## src/pg_fault_pkg.sv

```systemverilog
// Shared constants and types for the power-good and fault status block
package pg_fault_pkg;

	// ------------------------------------------------------------------
	// Register offsets
	// ------------------------------------------------------------------
	localparam logic [7:0] PG_SELECT_ADDR  = 8'h0B;
	localparam logic [7:0] LATCHOFF_ADDR   = 8'h0C;
	localparam logic [7:0] LIVE_PG_ADDR    = 8'h0D;
	localparam logic [7:0] EVENT_ADDR      = 8'h0E;

	// ------------------------------------------------------------------
	// Field layout and widths
	// ------------------------------------------------------------------
	localparam int NUM_CH          = 4;
	localparam int LATCH_W         = 5;
	localparam int EVENT_W         = 6;
	localparam int LATCH_TSD_BIT   = 4;
	localparam int EVENT_HOT_BIT   = 5;
	localparam int EVENT_LOW_BIT   = 4;
	localparam logic [1:0] HOT_DISABLED = 2'h0;

	// ------------------------------------------------------------------
	// Reset values
	// ------------------------------------------------------------------
	localparam logic [3:0] SELECT_RST = 4'h0;
	localparam logic [7:0] RDATA_RST  = 8'h00;

	// ------------------------------------------------------------------
	// Timing
	// ------------------------------------------------------------------
	localparam int CLK_FREQ_KHZ     = 10000;
	localparam int VALID_DELAY_US   = 1000;
	localparam int VALID_DELAY_CYC  = (VALID_DELAY_US * CLK_FREQ_KHZ + 999)
		/ 1000;

	// ------------------------------------------------------------------
	// Register port carrier
	// ------------------------------------------------------------------
	typedef struct packed {
		logic       wr;
		logic       rd;
		logic [7:0] addr;
		logic [7:0] wdata;
	} reg_req_s;

endpackage : pg_fault_pkg

```

## src/sticky_flags.sv

```systemverilog
// Vector of sticky flags, set by hardware and cleared by request
`timescale 1ns/1ps
module sticky_flags #(
	parameter int W = 4
) (
	input  wire logic         i_clk,
	input  wire logic         i_rst,
	input  wire logic [W-1:0] i_set,
	input  wire logic [W-1:0] i_clr,
	output logic      [W-1:0] o_flags
);
	logic [W-1:0] flags_reg;
	logic [W-1:0] flags_next;

	// Set wins over a clear arriving in the same cycle
	always_comb begin
		flags_next = i_set | (flags_reg & ~i_clr);
	end

	always_ff @(posedge i_clk or posedge i_rst) begin
		if (i_rst) begin
			flags_reg <= '0;
		end else begin
			flags_reg <= flags_next;
		end
	end

	assign o_flags = flags_reg;
endmodule : sticky_flags

```

## src/ok_validate.sv

```systemverilog
// Rising-edge qualifier: output rises only after a held condition
`timescale 1ns/1ps
module ok_validate #(
	parameter int DELAY_CYCLES = 10000
) (
	input  wire logic i_clk,
	input  wire logic i_rst,
	input  wire logic i_cond,
	output logic      o_ok
);
	typedef enum logic [1:0] {
		ST_LOW  = 2'b00,
		ST_WAIT = 2'b01,
		ST_GOOD = 2'b11
	} val_state_e;

	val_state_e  state_reg;
	val_state_e  state_next;
	logic [31:0] cnt_reg;
	logic [31:0] cnt_next;
	logic        ok_reg;
	logic        ok_next;

	always_comb begin
		state_next = state_reg;
		cnt_next   = cnt_reg;
		ok_next    = 1'b0;
		unique case (state_reg)
			ST_LOW: begin
				cnt_next = 32'h1;
				if (i_cond) begin
					state_next = ST_WAIT;
				end
			end
			ST_WAIT: begin
				cnt_next = cnt_reg + 32'h1;
				if (!i_cond) begin
					state_next = ST_LOW;
				end else if (cnt_reg >= 32'(DELAY_CYCLES)) begin
					state_next = ST_GOOD;
					ok_next    = 1'b1;
				end
			end
			ST_GOOD: begin
				if (i_cond) begin
					ok_next = 1'b1;
				end else begin
					state_next = ST_LOW;
				end
			end
			default: begin
				state_next = ST_LOW;
			end
		endcase
	end

	always_ff @(posedge i_clk or posedge i_rst) begin
		if (i_rst) begin
			state_reg <= ST_LOW;
			cnt_reg   <= 32'h0;
			ok_reg    <= 1'b0;
		end else begin
			state_reg <= state_next;
			cnt_reg   <= cnt_next;
			ok_reg    <= ok_next;
		end
	end

	assign o_ok = ok_reg;
endmodule : ok_validate

```

## src/power_good_fault_status.sv

```systemverilog
// Power-good combiner, latch-off flags and event flags with interrupt pin
// Functional notes
// RL1 - Combined ok output is AND of all included channel ok signals.
// RL2 - Combined ok output rises only after condition held one millisecond.
// RL3 - Select bits 3..0 include channels 4..1; one includes, zero excludes.
// RL4 - Select power-up value comes from one fuse level for all channels.
// RL5 - Latch-off bit 4 records a thermal shutdown.
// RL6 - Latch-off bits 3..0 record channel short or overvoltage latch-off.
// RL7 - Latch-off flags stay set; write one clears only if fault gone.
// RL8 - Readback bits 3..0 show live channel ok levels.
// RL9 - Event bit 5 sets when junction temperature exceeds threshold.
// RL10 - Event bit 4 sets when input supply falls below threshold.
// RL11 - Event bits 3..0 set on channel power-good failure.
// RL12 - Interrupt pin low while any allowed event flag is set.
// RL13 - Event flags stay set; cleared by write one or all enables low.
// RL14 - Channel failure events are not recorded during init or shutdown.
// RL15 - Event mask bit one lets event drive pin; overheat at bit 5.
// RL16 - Overheat flag never raised while threshold select is code zero.
// RL17 - Clear write during active fault leaves flag set.
`timescale 1ns/1ps
module power_good_fault_status #(
	parameter int VALID_DELAY_CYCLES = pg_fault_pkg::VALID_DELAY_CYC
) (
	input  wire logic                  i_clk,
	input  wire logic                  i_rst,
	input  wire pg_fault_pkg::reg_req_s i_reg,
	output logic [7:0]                 o_reg_rdata,
	input  wire logic [3:0]            i_ch_ok_live,
	input  wire logic                  i_fuse_ok_include,
	input  wire logic                  i_thermal_shutdown,
	input  wire logic [3:0]            i_latchoff_fault,
	input  wire logic                  i_overheat,
	input  wire logic [1:0]            i_overheat_threshold_sel,
	input  wire logic                  i_low_supply,
	input  wire logic [3:0]            i_channel_enable_pins,
	input  wire logic                  i_pg_event_hold,
	input  wire logic [5:0]            i_event_mask,
	output logic                       o_combined_supply_ok_out,
	output logic                       o_int_n
);
	// ------------------------------------------------------------------
	// Channel select register
	// ------------------------------------------------------------------
	logic [3:0] select_reg;
	logic [3:0] select_next;
	logic       fuse_loaded_reg;
	logic       fuse_loaded_next;
	logic       sel_wr;

	assign sel_wr = i_reg.wr && (i_reg.addr == pg_fault_pkg::PG_SELECT_ADDR);

	// Fuse level is sampled by the first clock after release, not by reset
	always_comb begin
		fuse_loaded_next = 1'b1;
		select_next      = select_reg;
		if (!fuse_loaded_reg) begin
			select_next = {4{i_fuse_ok_include}}; // [RL4]
		end else if (sel_wr) begin
			select_next = i_reg.wdata[3:0]; // [RL3]
		end
	end

	always_ff @(posedge i_clk or posedge i_rst) begin
		if (i_rst) begin
			select_reg      <= pg_fault_pkg::SELECT_RST;
			fuse_loaded_reg <= 1'b0;
		end else begin
			select_reg      <= select_next;
			fuse_loaded_reg <= fuse_loaded_next;
		end
	end

	// ------------------------------------------------------------------
	// Combined ok output
	// ------------------------------------------------------------------
	logic ok_cond;

	assign ok_cond = &(i_ch_ok_live | ~select_reg); // [RL1] [RL3]

	ok_validate #(
		.DELAY_CYCLES (VALID_DELAY_CYCLES)
	) u_validate (
		.i_clk  (i_clk),
		.i_rst  (i_rst),
		.i_cond (ok_cond), // [RL2]
		.o_ok   (o_combined_supply_ok_out)
	);

	// ------------------------------------------------------------------
	// Latch-off flags
	// ------------------------------------------------------------------
	logic [4:0] latch_set;
	logic [4:0] latch_clr;
	logic [4:0] latch_flags;
	logic       latch_wr;

	assign latch_wr = i_reg.wr && (i_reg.addr == pg_fault_pkg::LATCHOFF_ADDR);

	// Fault levels keep setting, so a clear cannot win while one persists
	assign latch_set = {i_thermal_shutdown, i_latchoff_fault}; // [RL5] [RL6]
	assign latch_clr = latch_wr ? i_reg.wdata[4:0] & ~latch_set :
		5'h00; // [RL7] [RL17]

	sticky_flags #(
		.W (pg_fault_pkg::LATCH_W)
	) u_latch (
		.i_clk   (i_clk),
		.i_rst   (i_rst),
		.i_set   (latch_set),
		.i_clr   (latch_clr),
		.o_flags (latch_flags)
	);

	// ------------------------------------------------------------------
	// Event flags
	// ------------------------------------------------------------------
	logic [3:0] ok_prev_reg;
	logic [3:0] ok_prev_next;
	logic [3:0] pg_fail;
	logic       hot_set;
	logic [5:0] event_set;
	logic [5:0] event_clr;
	logic [5:0] event_flags;
	logic       all_disabled;
	logic       event_wr;

	// Previous level resets low, so a channel bad at release is not flagged
	always_comb begin
		ok_prev_next = i_ch_ok_live;
	end

	always_ff @(posedge i_clk or posedge i_rst) begin
		if (i_rst) begin
			ok_prev_reg <= 4'h0;
		end else begin
			ok_prev_reg <= ok_prev_next;
		end
	end

	// Failure is a fall of a channel ok level outside init or shutdown
	assign pg_fail = (ok_prev_reg & ~i_ch_ok_live) &
		{4{!i_pg_event_hold}}; // [RL11] [RL14]
	assign hot_set = i_overheat &&
		(i_overheat_threshold_sel != pg_fault_pkg::HOT_DISABLED); // [RL9] [RL16]
	assign event_set = {hot_set, i_low_supply, pg_fail}; // [RL10]
	assign all_disabled = (i_channel_enable_pins == 4'h0);
	assign event_wr = i_reg.wr && (i_reg.addr == pg_fault_pkg::EVENT_ADDR);
	assign event_clr = (all_disabled ? 6'h3F : 6'h00) |
		(event_wr ? i_reg.wdata[5:0] : 6'h00); // [RL13]

	sticky_flags #(
		.W (pg_fault_pkg::EVENT_W)
	) u_event (
		.i_clk   (i_clk),
		.i_rst   (i_rst),
		.i_set   (event_set), // [RL17]
		.i_clr   (event_clr),
		.o_flags (event_flags)
	);

	// ------------------------------------------------------------------
	// Interrupt pin and read data
	// ------------------------------------------------------------------
	logic       int_n_reg;
	logic       int_n_next;
	logic [7:0] rdata_reg;
	logic [7:0] rdata_next;

	// Registered pin: a glitch on mask or flags cannot pulse it
	always_comb begin
		int_n_next = ~|(event_flags & i_event_mask); // [RL12] [RL15]
		rdata_next = rdata_reg;
		if (i_reg.rd) begin
			unique case (i_reg.addr)
				pg_fault_pkg::PG_SELECT_ADDR: rdata_next = {4'h0, select_reg};
				pg_fault_pkg::LATCHOFF_ADDR:  rdata_next = {3'h0, latch_flags};
				pg_fault_pkg::LIVE_PG_ADDR: begin
					rdata_next = {4'h0, i_ch_ok_live}; // [RL8]
				end
				pg_fault_pkg::EVENT_ADDR:     rdata_next = {2'h0, event_flags};
				default:                      rdata_next = 8'h00;
			endcase
		end
	end

	always_ff @(posedge i_clk or posedge i_rst) begin
		if (i_rst) begin
			int_n_reg <= 1'b1;
			rdata_reg <= pg_fault_pkg::RDATA_RST;
		end else begin
			int_n_reg <= int_n_next;
			rdata_reg <= rdata_next;
		end
	end

	assign o_int_n     = int_n_reg;
	assign o_reg_rdata = rdata_reg;

	// ------------------------------------------------------------------
	// Assertions
	// ------------------------------------------------------------------
	// Helper: consecutive cycles the ok condition has held
	logic [31:0] held_cnt_reg;

	always_ff @(posedge i_clk or posedge i_rst) begin
		if (i_rst) begin
			held_cnt_reg <= 32'h0;
		end else if (!ok_cond) begin
			held_cnt_reg <= 32'h0;
		end else if (held_cnt_reg != 32'hFFFFFFFF) begin
			held_cnt_reg <= held_cnt_reg + 32'h1;
		end
	end
endmodule : power_good_fault_status

```

## config.mk

```make
export PLATFORM = sky130hd
export DESIGN_NAME = power_good_fault_status
export DESIGN_NICKNAME = d
export VERILOG_FILES = /design/src/pg_fault_pkg.sv /design/src/sticky_flags.sv /design/src/ok_validate.sv /design/src/power_good_fault_status.sv
export SDC_FILE = /design/constraint.sdc
export NUM_CORES = 1
export LEC_CHECK = 0
export BUFFER_PORTS_ARGS = -buffer_cell sky130_fd_sc_hd__buf_2
export CAP_MARGIN = 20
export CORE_MARGIN = 2
export CORE_UTILIZATION = 57
export DETAILED_ROUTE_END_ITERATION = 7
export GPL_TIMING_DRIVEN = 0
export PLACE_DENSITY = 0.81
export REMOVE_ABC_BUFFERS = 1
export SKIP_CTS_REPAIR_TIMING = 1
export SYNTH_ARGS = -nofsm -noshare
export SYNTH_HDL_FRONTEND = slang
export SYNTH_SLANG_ARGS = --single-unit
```

## constraint.sdc

```tcl
create_clock -name i_clk -period 5.79 [get_ports i_clk]
set_input_delay 0.8685 -clock i_clk [delete_from_list [all_inputs] [get_ports i_clk]]
set_output_delay 0.8685 -clock i_clk [all_outputs]
set_load 0.01 [all_outputs]
```

Word level (Yosys, flattened, before mapping)
Index checks and enable logic that the tools add are counted.
Word-level totals
  memory bits (writable): 0
  word-level logic and storage cells: 66
  latch bits: 0
  memories kept: 0
  input bits: 45
  bits in registers: 64
  bits in read-only memories: 0
Operators by class
  mux-type cells: 16
  $mul: 0
  reduce and logical (&&, ||, !) cells: 13
  add/subtract/negate cells: 1
  eq/ne operators: 10
  magnitude comparators: 1
  shift-type cells: 0
  div/mod/pow operators: 0
  bitwise gates (word level): 15
Operator list (number)
  $pmux W32 S2: 1
  $add A32 B1 Y32 const B: 1
  $eq A8 B4 Y1 const B: 4
  $ge A32 B14 Y1 const B: 1
  $pmux W6 S4: 1
  $and A6 B6 Y6: 2
  $mux W6: 2
  $or A6 B6 Y6: 2
  $and A5 B5 Y5: 2
  $not A5 Y5: 2
  $and A4 B4 Y4: 2
  $mux W2: 4
  $mux W4: 2
  $not A4 Y4: 2
  $not A6 Y6: 1
  $pmux W2 S3: 1
  $reduce_or A6 Y1: 1
  $mux W5: 1
  $or A5 B5 Y5: 1
  $logic_and A1 B1 Y1: 4
  $logic_not A4 Y1: 1
  $ne A2 B1 Y1 const B: 2
  $or A4 B4 Y4: 1
  $reduce_and A4 Y1: 1
  10 further kinds: 14

Longest topological paths before layout
Gate-level depths: netlist of the first run.
  word-level depth: 7
  depth in mapped cells: 6
  mapped depth without buffers: 6

Cells and area by module
A second synthesis of the first run with hierarchy kept.
Second synthesis, totals
  cells, all modules: 359
  area total of the unflattened synthesis: 3387.0 um^2
By module, submodules not included
  ok_validate: instances 1, area each 1948.1 um^2, sequential area each 875.8 um^2, cells an instance 212
  power_good_fault_status: instances 1, area each 1032.2 um^2, sequential area each 401.6 um^2, cells an instance 112
  sticky_flags (u_event): instances 1, area each 221.5 um^2, sequential area each 150.1 um^2, cells an instance 19
  sticky_flags (u_latch): instances 1, area each 185.2 um^2, sequential area each 125.1 um^2, cells an instance 16

Worst setup path before layout of the first run
OpenSTA, ideal clock, no wires.
  kind: input port to flip-flop
  start: input i_reg[13] (netlist bit)
  end: register u_latch.flags_reg[0], in the netlist u_latch.o_flags[0]
  stages: 5
  data arrival time: 1979 ps
  buffers on the path: 0
  data required time: 5672 ps
  library setup time: 118 ps
  path slack: 3693 ps
  path through: nor4_1 > nand3_1 > nor3b_1 > nand2_1 > a21o_1
On the way
  word-level cells in the longest chain between the ends: 6
Ends and longest elaborated chain
  start, declared: line power_good_fault_status.sv:26  | input wire pg_fault_pkg::reg_req_s i_reg,
  $eq A8 B4 Y1: line power_good_fault_status.sv:97  | assign latch_wr = i_reg.wr && (i_reg.addr == pg_fault_pkg::LATCHOFF_ADDR);
  $logic_and A1 B1 Y1: line power_good_fault_status.sv:97
  $mux W5: line power_good_fault_status.sv:101  | assign latch_clr = latch_wr ? i_reg.wdata[4:0] & ~latch_set :
  $not A5 Y5: line sticky_flags.sv:17  | flags_next = i_set | (flags_reg & ~i_clr);
  $and A5 B5 Y5: line sticky_flags.sv:17
  $or A5 B5 Y5: line sticky_flags.sv:17
  via u_latch.flags_next[0]: line sticky_flags.sv:13  | logic [W-1:0] flags_next;
  end signal, assigned: line sticky_flags.sv:24  | flags_reg <= flags_next;
  end, declared: line sticky_flags.sv:12  | logic [W-1:0] flags_reg;
The timed path passes the listed nets, and every way through them passes these cells.
A chain may end at the register's enable or synchronous reset.

Final worst setup path of the first run
  start: input i_reg[13] (netlist bit)
  end: register u_latch.flags_reg[1], in the netlist u_latch.o_flags[1]
The elaborated chain is that of the path after synthesis.

==> results of run 1 <==
[placed cells by master, fill, tap and decap left out, types with 6 or more instances in the layout]
master,n
dfrtp_1,61
a22o_1,6
nand3_1,15
a21oi_1,10
nand2_1,26
nand4_1,12
and3_1,9
xnor2_1,6
buf_2,50
xor2_1,17
nor2_1,35
clkbuf_8,12
o21ai_0,8
inv_1,17
a22oi_1,6
o22ai_1,8
nor4_1,9
a21o_1,6
[area by class of cell]
cell class | instances | area share [%]
clock buffers | 13 | 4.59
clock inverters | 3 | 1.77
inverters | 18 | 1.84
multi-input cells | 228 | 39.6
flip-flops and latches | 62 | 42.2
well taps | 70 | 2.38
repair buffers | 52 | 7.65
[where the power goes]
part	switching (W)	total (W)	internal, W
Sequential	0.0000127	0.000459	0.000447
Clock	0.000164	0.000442	0.000277
Combinational	0.0000444	0.0000781	0.0000338
[per-stage QoR]
step | utilization [%] | instances | cell area (µm²)
3_3_place_gp | 65.6 | 428 | 3410
4_1_cts | 70.7 | 446 | 3680
6_report | 70.7 | 446 | 3680
5_1_grt | 70.7 | 446 | 3680
3_5_place_dp | 66.2 | 430 | 3450
2_1_floorplan | - | 308 | 3080
[synth_stat cells, drive strengths merged, types with 3 or more instances]
cell type  instances
dfrtp             61
nor2              36
nand2             26
inv               18
nand3             17
xor2              17
nand4             13
nor4              11
a21oi             10
and3               9
o21ai              8
o22ai              8
clkbuf             7
a21o               6
a22o               6
a22oi              6
xnor2              6
mux2               5
nor3               5
a32o               4
and2               4
mux2i              4
nor2b              4
buf                3
[worst max path at each step]
| stage | endpoint | slack (ns) | cells after the start | from |
|---|---|---|---|---|
| global route | u_latch.o_flags[1] | 3.30 | 6 | i_reg[13] |
| finish | u_latch.o_flags[1] | 3.35 | 6 | i_reg[13] |
| CTS | u_latch.o_flags[1] | 3.46 | 6 | i_reg[13] |
| floorplan | fuse_loaded_reg | 3.38 | 1 | i_rst |
| detailed placement | u_latch.o_flags[1] | 3.10 | 6 | i_reg[13] |
| global placement | u_validate.cnt_reg[2] | 2.68 | 2 | i_rst |
[cell families after synthesis]
logic type	synth area share (%)
AO/OA/AOI/OAI	12.7
XOR/XNOR	6.46
adder cells (fa/ha/maj)	0.803
buffers and inverters	3.61
flip-flops	49.8
multiplexers	3.09
other	0.241
AND/OR/NAND/NOR	23.2
[per-layer routing]
layer  track usage, %  part of all wire, %  vias to the layer above
li1                 -                    -                     1241
met1             31.2                   41                     1266
met2             41.5                   49                      116
met3             7.79                  6.9                       22
met4             11.6                  2.5                        0
met5                0                    0                        -
[worst max-delay path, stage by stage]
cell     delay (ns)
buf_2          0.10
nor4_1         0.44
nand3_1        0.22
nor3b_1        0.62
nand2_1        0.18
a21o_1         0.23
==> results.rst, run 1 <==
.. list-table::
   :header-rows: 1

   * - Metric
     - Value
   * - Max reg flops
     - 32
   * - Worst Setup Path Type
     - in2reg
   * - Number of register bits inferred by synthesis
     - 62
   * - Primary FF master, synth
     - dfrtp_1
   * - Fraction of registers with async set/reset
     - 100%
   * - Part of the Yosys area used for sequential elements
     - about half
   * - Worst path required time
     - 6.02 ns
   * - Total wire length after detailed routing
     - between 7000 and 8000 µm
   * - R2R Path Start
     - u_validate.state_reg[1]
   * - First-pass GRT wire length
     - between 10,000 and 15,000 µm
   * - Worst hold endpoint
     - u_event.o_flags[0]
   * - Worst min-delay path category
     - reg2reg
   * - Number of antenna repair diodes
     - 0
   * - Die Span X
     - 77.9 µm
   * - Number of standard cells after synthesis
     - about 320
   * - Total half-perimeter wirelength after legalization and detailed placement
     - between 5000 and 6000 µm
   * - Syn-to-layout area delta
     - 18.1%
   * - Pin count of the biggest net entering global routing
     - 45
   * - Per-cell routed wire length
     - 15.8 µm
   * - Setup TNS
     - 0 ns
   * - Signal arrival time at the worst endpoint
     - 2.66 ns
   * - Clock latency at the later pin of the worst-skew pair
     - 0.34 ns
   * - Vias in the first global route
     - 2,675
   * - Startpoint of the worst hold path
     - ok_prev_reg[0]
   * - Total die area
     - between 0.006 and 0.007 mm²
   * - Number of different library cells in the post-synthesis netlist
     - 47
   * - RSZ-0062 raised after global routing
     - no
   * - Antenna Violating Nets Remaining
     - 0
   * - Total core area
     - between 0.005 and 0.006 mm²
   * - Kind of launch point of the worst setup path
     - input port
   * - Initial antenna violation count
     - 0
   * - H-tree Lvls
     - 3
   * - Starting density of the core
     - 59.9%
   * - Total leakage power
     - 1.66 nW
   * - Post-CTS clock slew at the launch and capture registers of the worst setup and hold paths
     - 0.07 ns
   * - Library cell occupying the most area in the post-synthesis netlist
     - dfrtp_1
   * - Slew Limit Headroom
     - between 40% and 50%
   * - Inserted Clock Buffers
     - 9
   * - Max Transition Viols Final
     - 0
   * - PnR worst setup slack
     - 3.35 ns
   * - WHS Path Cells
     - 1
   * - Area fraction of the dominant cell type after synthesis
     - approximately 49%
   * - Overall power consumption
     - a little under 0.001 W
   * - Number of flops mapped to enable cells by yosys
     - 0
   * - Largest fanout on the critical path
     - 4
   * - CTS tree
     - yes
   * - Count of fill cells added during filler insertion
     - 398
   * - Iteration-0 DRC count of the detailed router
     - 117
   * - Global placement routability congestion
     - 0.861
   * - Final global-route overflow total
     - 0
   * - Buffer levels on the longest clock path
     - 2
   * - Endpoints failing hold
     - 0
   * - Die height
     - 77.9 µm
   * - Fraction of layout cells with a size suffix above 1
     - 21.8%
   * - Worst slew pin tran
     - between 0.7 and 0.8 ns
   * - Power Density
     - 266 mW/mm²
   * - Final setup fails
     - 0
   * - Peak supply drop
     - 0.178 mV
   * - Sinks on Clock Net
     - 62
   * - Clock Tree Root
     - clkbuf_8
   * - Boundary Pins
     - 55
   * - Vias per inst
     - around 6
   * - Reg area
     - 0.00155 mm²
   * - Final min period
     - 2.44 ns
   * - Largest clock skew in the final design
     - 0.00872 ns
   * - End of the worst register-to-register path
     - u_validate.cnt_reg[9]
   * - Multi-input gate area in the final layout
     - 0.00146 mm²
   * - Number of cells on the worst reg-to-reg path
     - 5
   * - Hold Worst Slack
     - around 0.47 ns
   * - Cell area after synthesis
     - 0.00312 mm²
   * - Highest attainable clock frequency
     - 410 MHz
   * - Number of nets in the final layout
     - 418
   * - DP Worst Slack
     - 3.10 ns
   * - Internal reg-to-reg setup slack
     - 3.65 ns
   * - Result of the run
     - completed
   * - Maximum capacitance violations
     - 0
   * - Total via count after detailed routing
     - about 2,600
   * - Post-route DRC violation count
     - 0
   * - Warning count from the yosys run
     - 0
   * - Top post-synthesis cells by area
     - dfrtp_1 (49%), xor2_1 (4.8%), nor2_1 (4.3%), nand2_1 (3.1%), nand3_1 (2.4%)
   * - Number of placement rows
     - 26
   * - Port Buffer Count
     - 50
   * - First-pass iteration count of the detailed router
     - 5
   * - Critical Path End Type
     - flip-flop
   * - Overall fraction of global-route tracks in use
     - between 20 and 30%
   * - Share of the clock period used by the worst path
     - a little over two fifths
   * - Syn Area/Cell
     - 9.83 µm²
Note: power is estimated with default switching activity, not from simulation.
==> inputs of run 2 (changes only) <==
--- a/config.mk
+++ b/config.mk
@@ -8,10 +8,10 @@
 export BUFFER_PORTS_ARGS = -buffer_cell sky130_fd_sc_hd__buf_2
 export CAP_MARGIN = 20
 export CORE_MARGIN = 2
-export CORE_UTILIZATION = 57
+export CORE_UTILIZATION = 56
 export DETAILED_ROUTE_END_ITERATION = 7
 export GPL_TIMING_DRIVEN = 0
-export PLACE_DENSITY = 0.81
+export PLACE_DENSITY = 0.8
 export REMOVE_ABC_BUFFERS = 1
 export SKIP_CTS_REPAIR_TIMING = 1
 export SYNTH_ARGS = -nofsm -noshare
==> constraint.sdc (replaced) <==
create_clock -name i_clk -period 2.4 [get_ports i_clk]
set_input_delay 0.36 -clock i_clk [delete_from_list [all_inputs] [get_ports i_clk]]
set_output_delay 0.36 -clock i_clk [all_outputs]
set_load 0.01 [all_outputs]
==> run 2 against run 1 <==
Clock skew shrank 0.0018 ns. Global-route usage shrank 0.69 points. Count of clock-buffer cells in the layout shrank 1. Worst setup slack lost 3.1 ns. Final cell count grew 0.45%. Non-clock buffer count is the same. Sequential power grew 140%. Register-to-register slack lost 3.4 ns. Combinational power grew 140%. Cell area shrank 0.34%. Flip-flop and latch count is the same. First-iteration DRC count grew 39%. Critical path type is now reg2reg. Largest cell class unchanged. Largest power group unchanged.
==> results.rst, run 2 (synthesis gave the netlist of run 1 again) <==
.. list-table::
   :header-rows: 1

   * - Metric
     - Value
   * - Result of the run
     - completed
   * - Kind of launch point of the worst setup path
     - flip-flop
   * - End of the worst register-to-register path
     - u_validate.cnt_reg[9]
   * - Iteration-0 DRC count of the detailed router
     - 163 (+39%)
   * - Share of the clock period used by the worst path
     - about nine tenths
   * - Fin area
     - 0.00367 mm² (-0.34%)
   * - Total wire length after detailed routing
     - 7030 µm (-0.27%)
   * - Total core area
     - 0.00544 mm² (+4.5%)
   * - Syn-to-layout area delta
     - 17.7%
   * - Signal arrival time at the worst endpoint
     - 2.34 ns (-0.32 ns)
   * - Max Transition Viols Final
     - 0 (unchanged)
   * - Highest layer used for signal routing
     - met4
   * - Pin count of the biggest net entering global routing
     - 40 (-11%)
   * - Largest fanout on the critical path
     - 18 (+14)
   * - Wl on met1
     - 2920 µm (+0.28%)
   * - Worst path required time
     - 2.61 ns (-3.41 ns)
   * - CTS tree
     - yes
   * - Clock network fraction of total power
     - 43.8% (-1.3 points)
   * - Die height
     - 78.6 µm (+0.84%)
   * - Final min period
     - between 2 and 2.5 ns
   * - Starting density of the core
     - 57.3% (-2.6 points)
   * - Per-cell routed wire length
     - 15.7 µm (-0.71%)
   * - Overall fraction of global-route tracks in use
     - 24.8% (-0.69 points)
   * - Cell breakdown of the critical path
     - nand4b_1, nor3_1, nand4_1, xor2_1, nor2_1
   * - Most common library cell in the layout ignoring fill and taps
     - dfrtp_1
   * - Total leakage power
     - 1.66 nW (-0.47%)
   * - Post-route core utilization
     - 67.4% (-3.3 points)
   * - Commonest cells after routing, fill and taps aside
     - dfrtp_1 (61), buf_2 (50), nor2_1 (35), nand2_1 (26)
   * - Max reg flops
     - 32 (unchanged)
   * - Cell Int Power
     - 0.00177 W (+130%)
   * - Number of antenna repair diodes
     - 0 (unchanged)
   * - Internal reg-to-reg setup slack
     - 0.28 ns (-3.37 ns)
   * - Buffer levels on the longest clock path
     - 2 (unchanged)
   * - Power Density
     - 630 mW/mm² (+140%)
   * - H-tree Lvls
     - 3 (unchanged)
   * - Sw Pwr
     - 0.000540 W (+140%)
   * - Maximum capacitance violations
     - 0 (unchanged)
   * - Net switching fraction of the power
     - 23.4% (+0.75 points)
   * - Part of the power in registers
     - 48.0% (+1.1 points)
   * - Number of cells on the worst reg-to-reg path
     - 5 (unchanged)
   * - Slew Limit Headroom
     - 50.5% (+1.3 points)
   * - Peak supply drop
     - 0.497 mV (+180%)
   * - Initial antenna violation count
     - 0 (unchanged)
   * - Total die area
     - 0.00618 mm² (+1.7%)
   * - Vias per inst
     - 5.81 (-2.1%)
   * - Inserted Clock Buffers
     - 9 (unchanged)
   * - R2R Path Start
     - u_validate.state_reg[1]
   * - Sinks on Clock Net
     - 62 (unchanged)
   * - Number of placement rows
     - 27 (+3.8%)
   * - Total half-perimeter wirelength after legalization and detailed placement
     - 5220 µm (+2.7%)
   * - Clock Tree Root
     - clkbuf_8
   * - Slowest cell on crit path
     - nor3_1
   * - Count of fill cells added during filler insertion
     - 435 (+9.3%)
   * - Power share of the combinational group
     - 8.1% (about the same)
   * - Port Buffer Count
     - 50 (unchanged)
   * - Critical Path End Type
     - flip-flop
   * - Cell area reported after detailed placement
     - 0.00345 mm² (+0.18%)
   * - RSZ-0062 raised after global routing
     - no
   * - Die Span X
     - 78.6 µm (+0.84%)
   * - Fraction of layout cells with a size suffix above 1
     - 21.5% (-0.27 points)
   * - Boundary Pins
     - 55 (unchanged)
   * - Final setup fails
     - 0 (unchanged)
   * - Worst Setup Path Type
     - reg2reg
   * - Setup TNS
     - 0 ns (unchanged)
   * - Antenna Violating Nets Remaining
     - 0 (unchanged)
   * - CP max stage delay
     - 0.60 ns (-0.02 ns)
   * - Vias in the first global route
     - 2,574 (-3.8%)
   * - Final global-route overflow total
     - 0 (unchanged)
   * - Endpoints failing hold
     - 0 (unchanged)
   * - Amount of wire on met2 after detailed routing
     - 3660 µm (+5.5%)
   * - Routed wire length on met3
     - 289 µm (-41%)
   * - Critical path origin
     - u_validate.state_reg[1]
   * - First-pass iteration count of the detailed router
     - 4 (-1)
   * - Post-CTS clock slew at the launch and capture registers of the worst setup and hold paths
     - 0.07 ns (about the same)
   * - Largest clock skew in the final design
     - 0.00693 ns (-0.00178 ns)
   * - Total via count after detailed routing
     - 2,601 (-1.7%)
   * - Clock latency at the later pin of the worst-skew pair
     - 0.34 ns (about the same)
   * - Highest attainable clock frequency
     - about 470 MHz
   * - First-pass GRT wire length
     - 11,800 µm (-2.3%)
   * - Worst slew pin tran
     - 0.736 ns (-0.0186 ns)
   * - Post-route DRC violation count
     - 0 (unchanged)
   * - Number of nets in the final layout
     - 418 (unchanged)
   * - Global placement routability congestion
     - 0.842 (-2.3%)
   * - Worst min-delay path category
     - in2async
## run 2: changes by cell type in the layout (fill, tap and decap cells not counted)
cell / change
buf_6: -1
buf_8: +1
clkbuf_1: +1
clkbuf_8: -2
clkinv_2: +1
## run 2: how the worst max path moves through the flow
stage	endpoint	slack (ns)	depth (start not counted)
finish	u_validate.cnt_reg[9]	0.28	5
global route	u_validate.cnt_reg[9]	0.07	5
CTS	u_validate.cnt_reg[9]	0.32	5
detailed placement	u_validate.cnt_reg[9]	0.33	5
global placement	u_validate.cnt_reg[24]	-0.24	2
floorplan	fuse_loaded_reg	0.50	1
## run 2: worst max-delay path: cells and delay by family, from the launching register on
family,cells,cell delay (ns)
simple gates,4,1.20
flops,1,0.59
xor+xnor,1,0.21
## run 2: area by class of cell
type	instances	area, µm²	share of cell area, %
Multi-Input combinational cell	228	1460	39.7
Clock inverter	4	70.1	1.91
Inverter	18	67.6	1.84
Sequential cell	62	1550	42.3
Timing Repair Buffer	52	285	7.78
Tap cell	72	90.1	2.46
Clock buffer	12	145	3.96
## run 2: metal layers
| layer | up-vias | track usage, % |
|---|---|---|
| met5 | - | 0 |
| met4 | 0 | 12.5 |
| met3 | 20 | 5.17 |
| met2 | 74 | 40.5 |
| met1 | 1269 | 31.2 |
| li1 | 1238 | - |
## run 2: power by group through the flow
stage / sequential (W) / clock (W) / combinational, W
after floorplan: 0.00112 / 0 / 0.000103
after global placement: 0.00113 / 0 / 0.000172
after detailed placement: 0.00113 / 0 / 0.000188
after CTS: 0.00111 / 0.00103 / 0.000189
after global routing: 0.00111 / 0.00108 / 0.000210
final: 0.00111 / 0.00101 / 0.000187
## run 2: stage by stage
step                hold WS [ns]  power, W  std cells  worst slack, ns
floorplan                  0.391   0.00122        308            0.500
global placement           0.448   0.00130        430           -0.242
detailed placement         0.432   0.00132        432            0.331
CTS                       0.0641   0.00233        448            0.324
global route               0.102   0.00241        448           0.0728
finish                    0.0544   0.00231        448            0.276
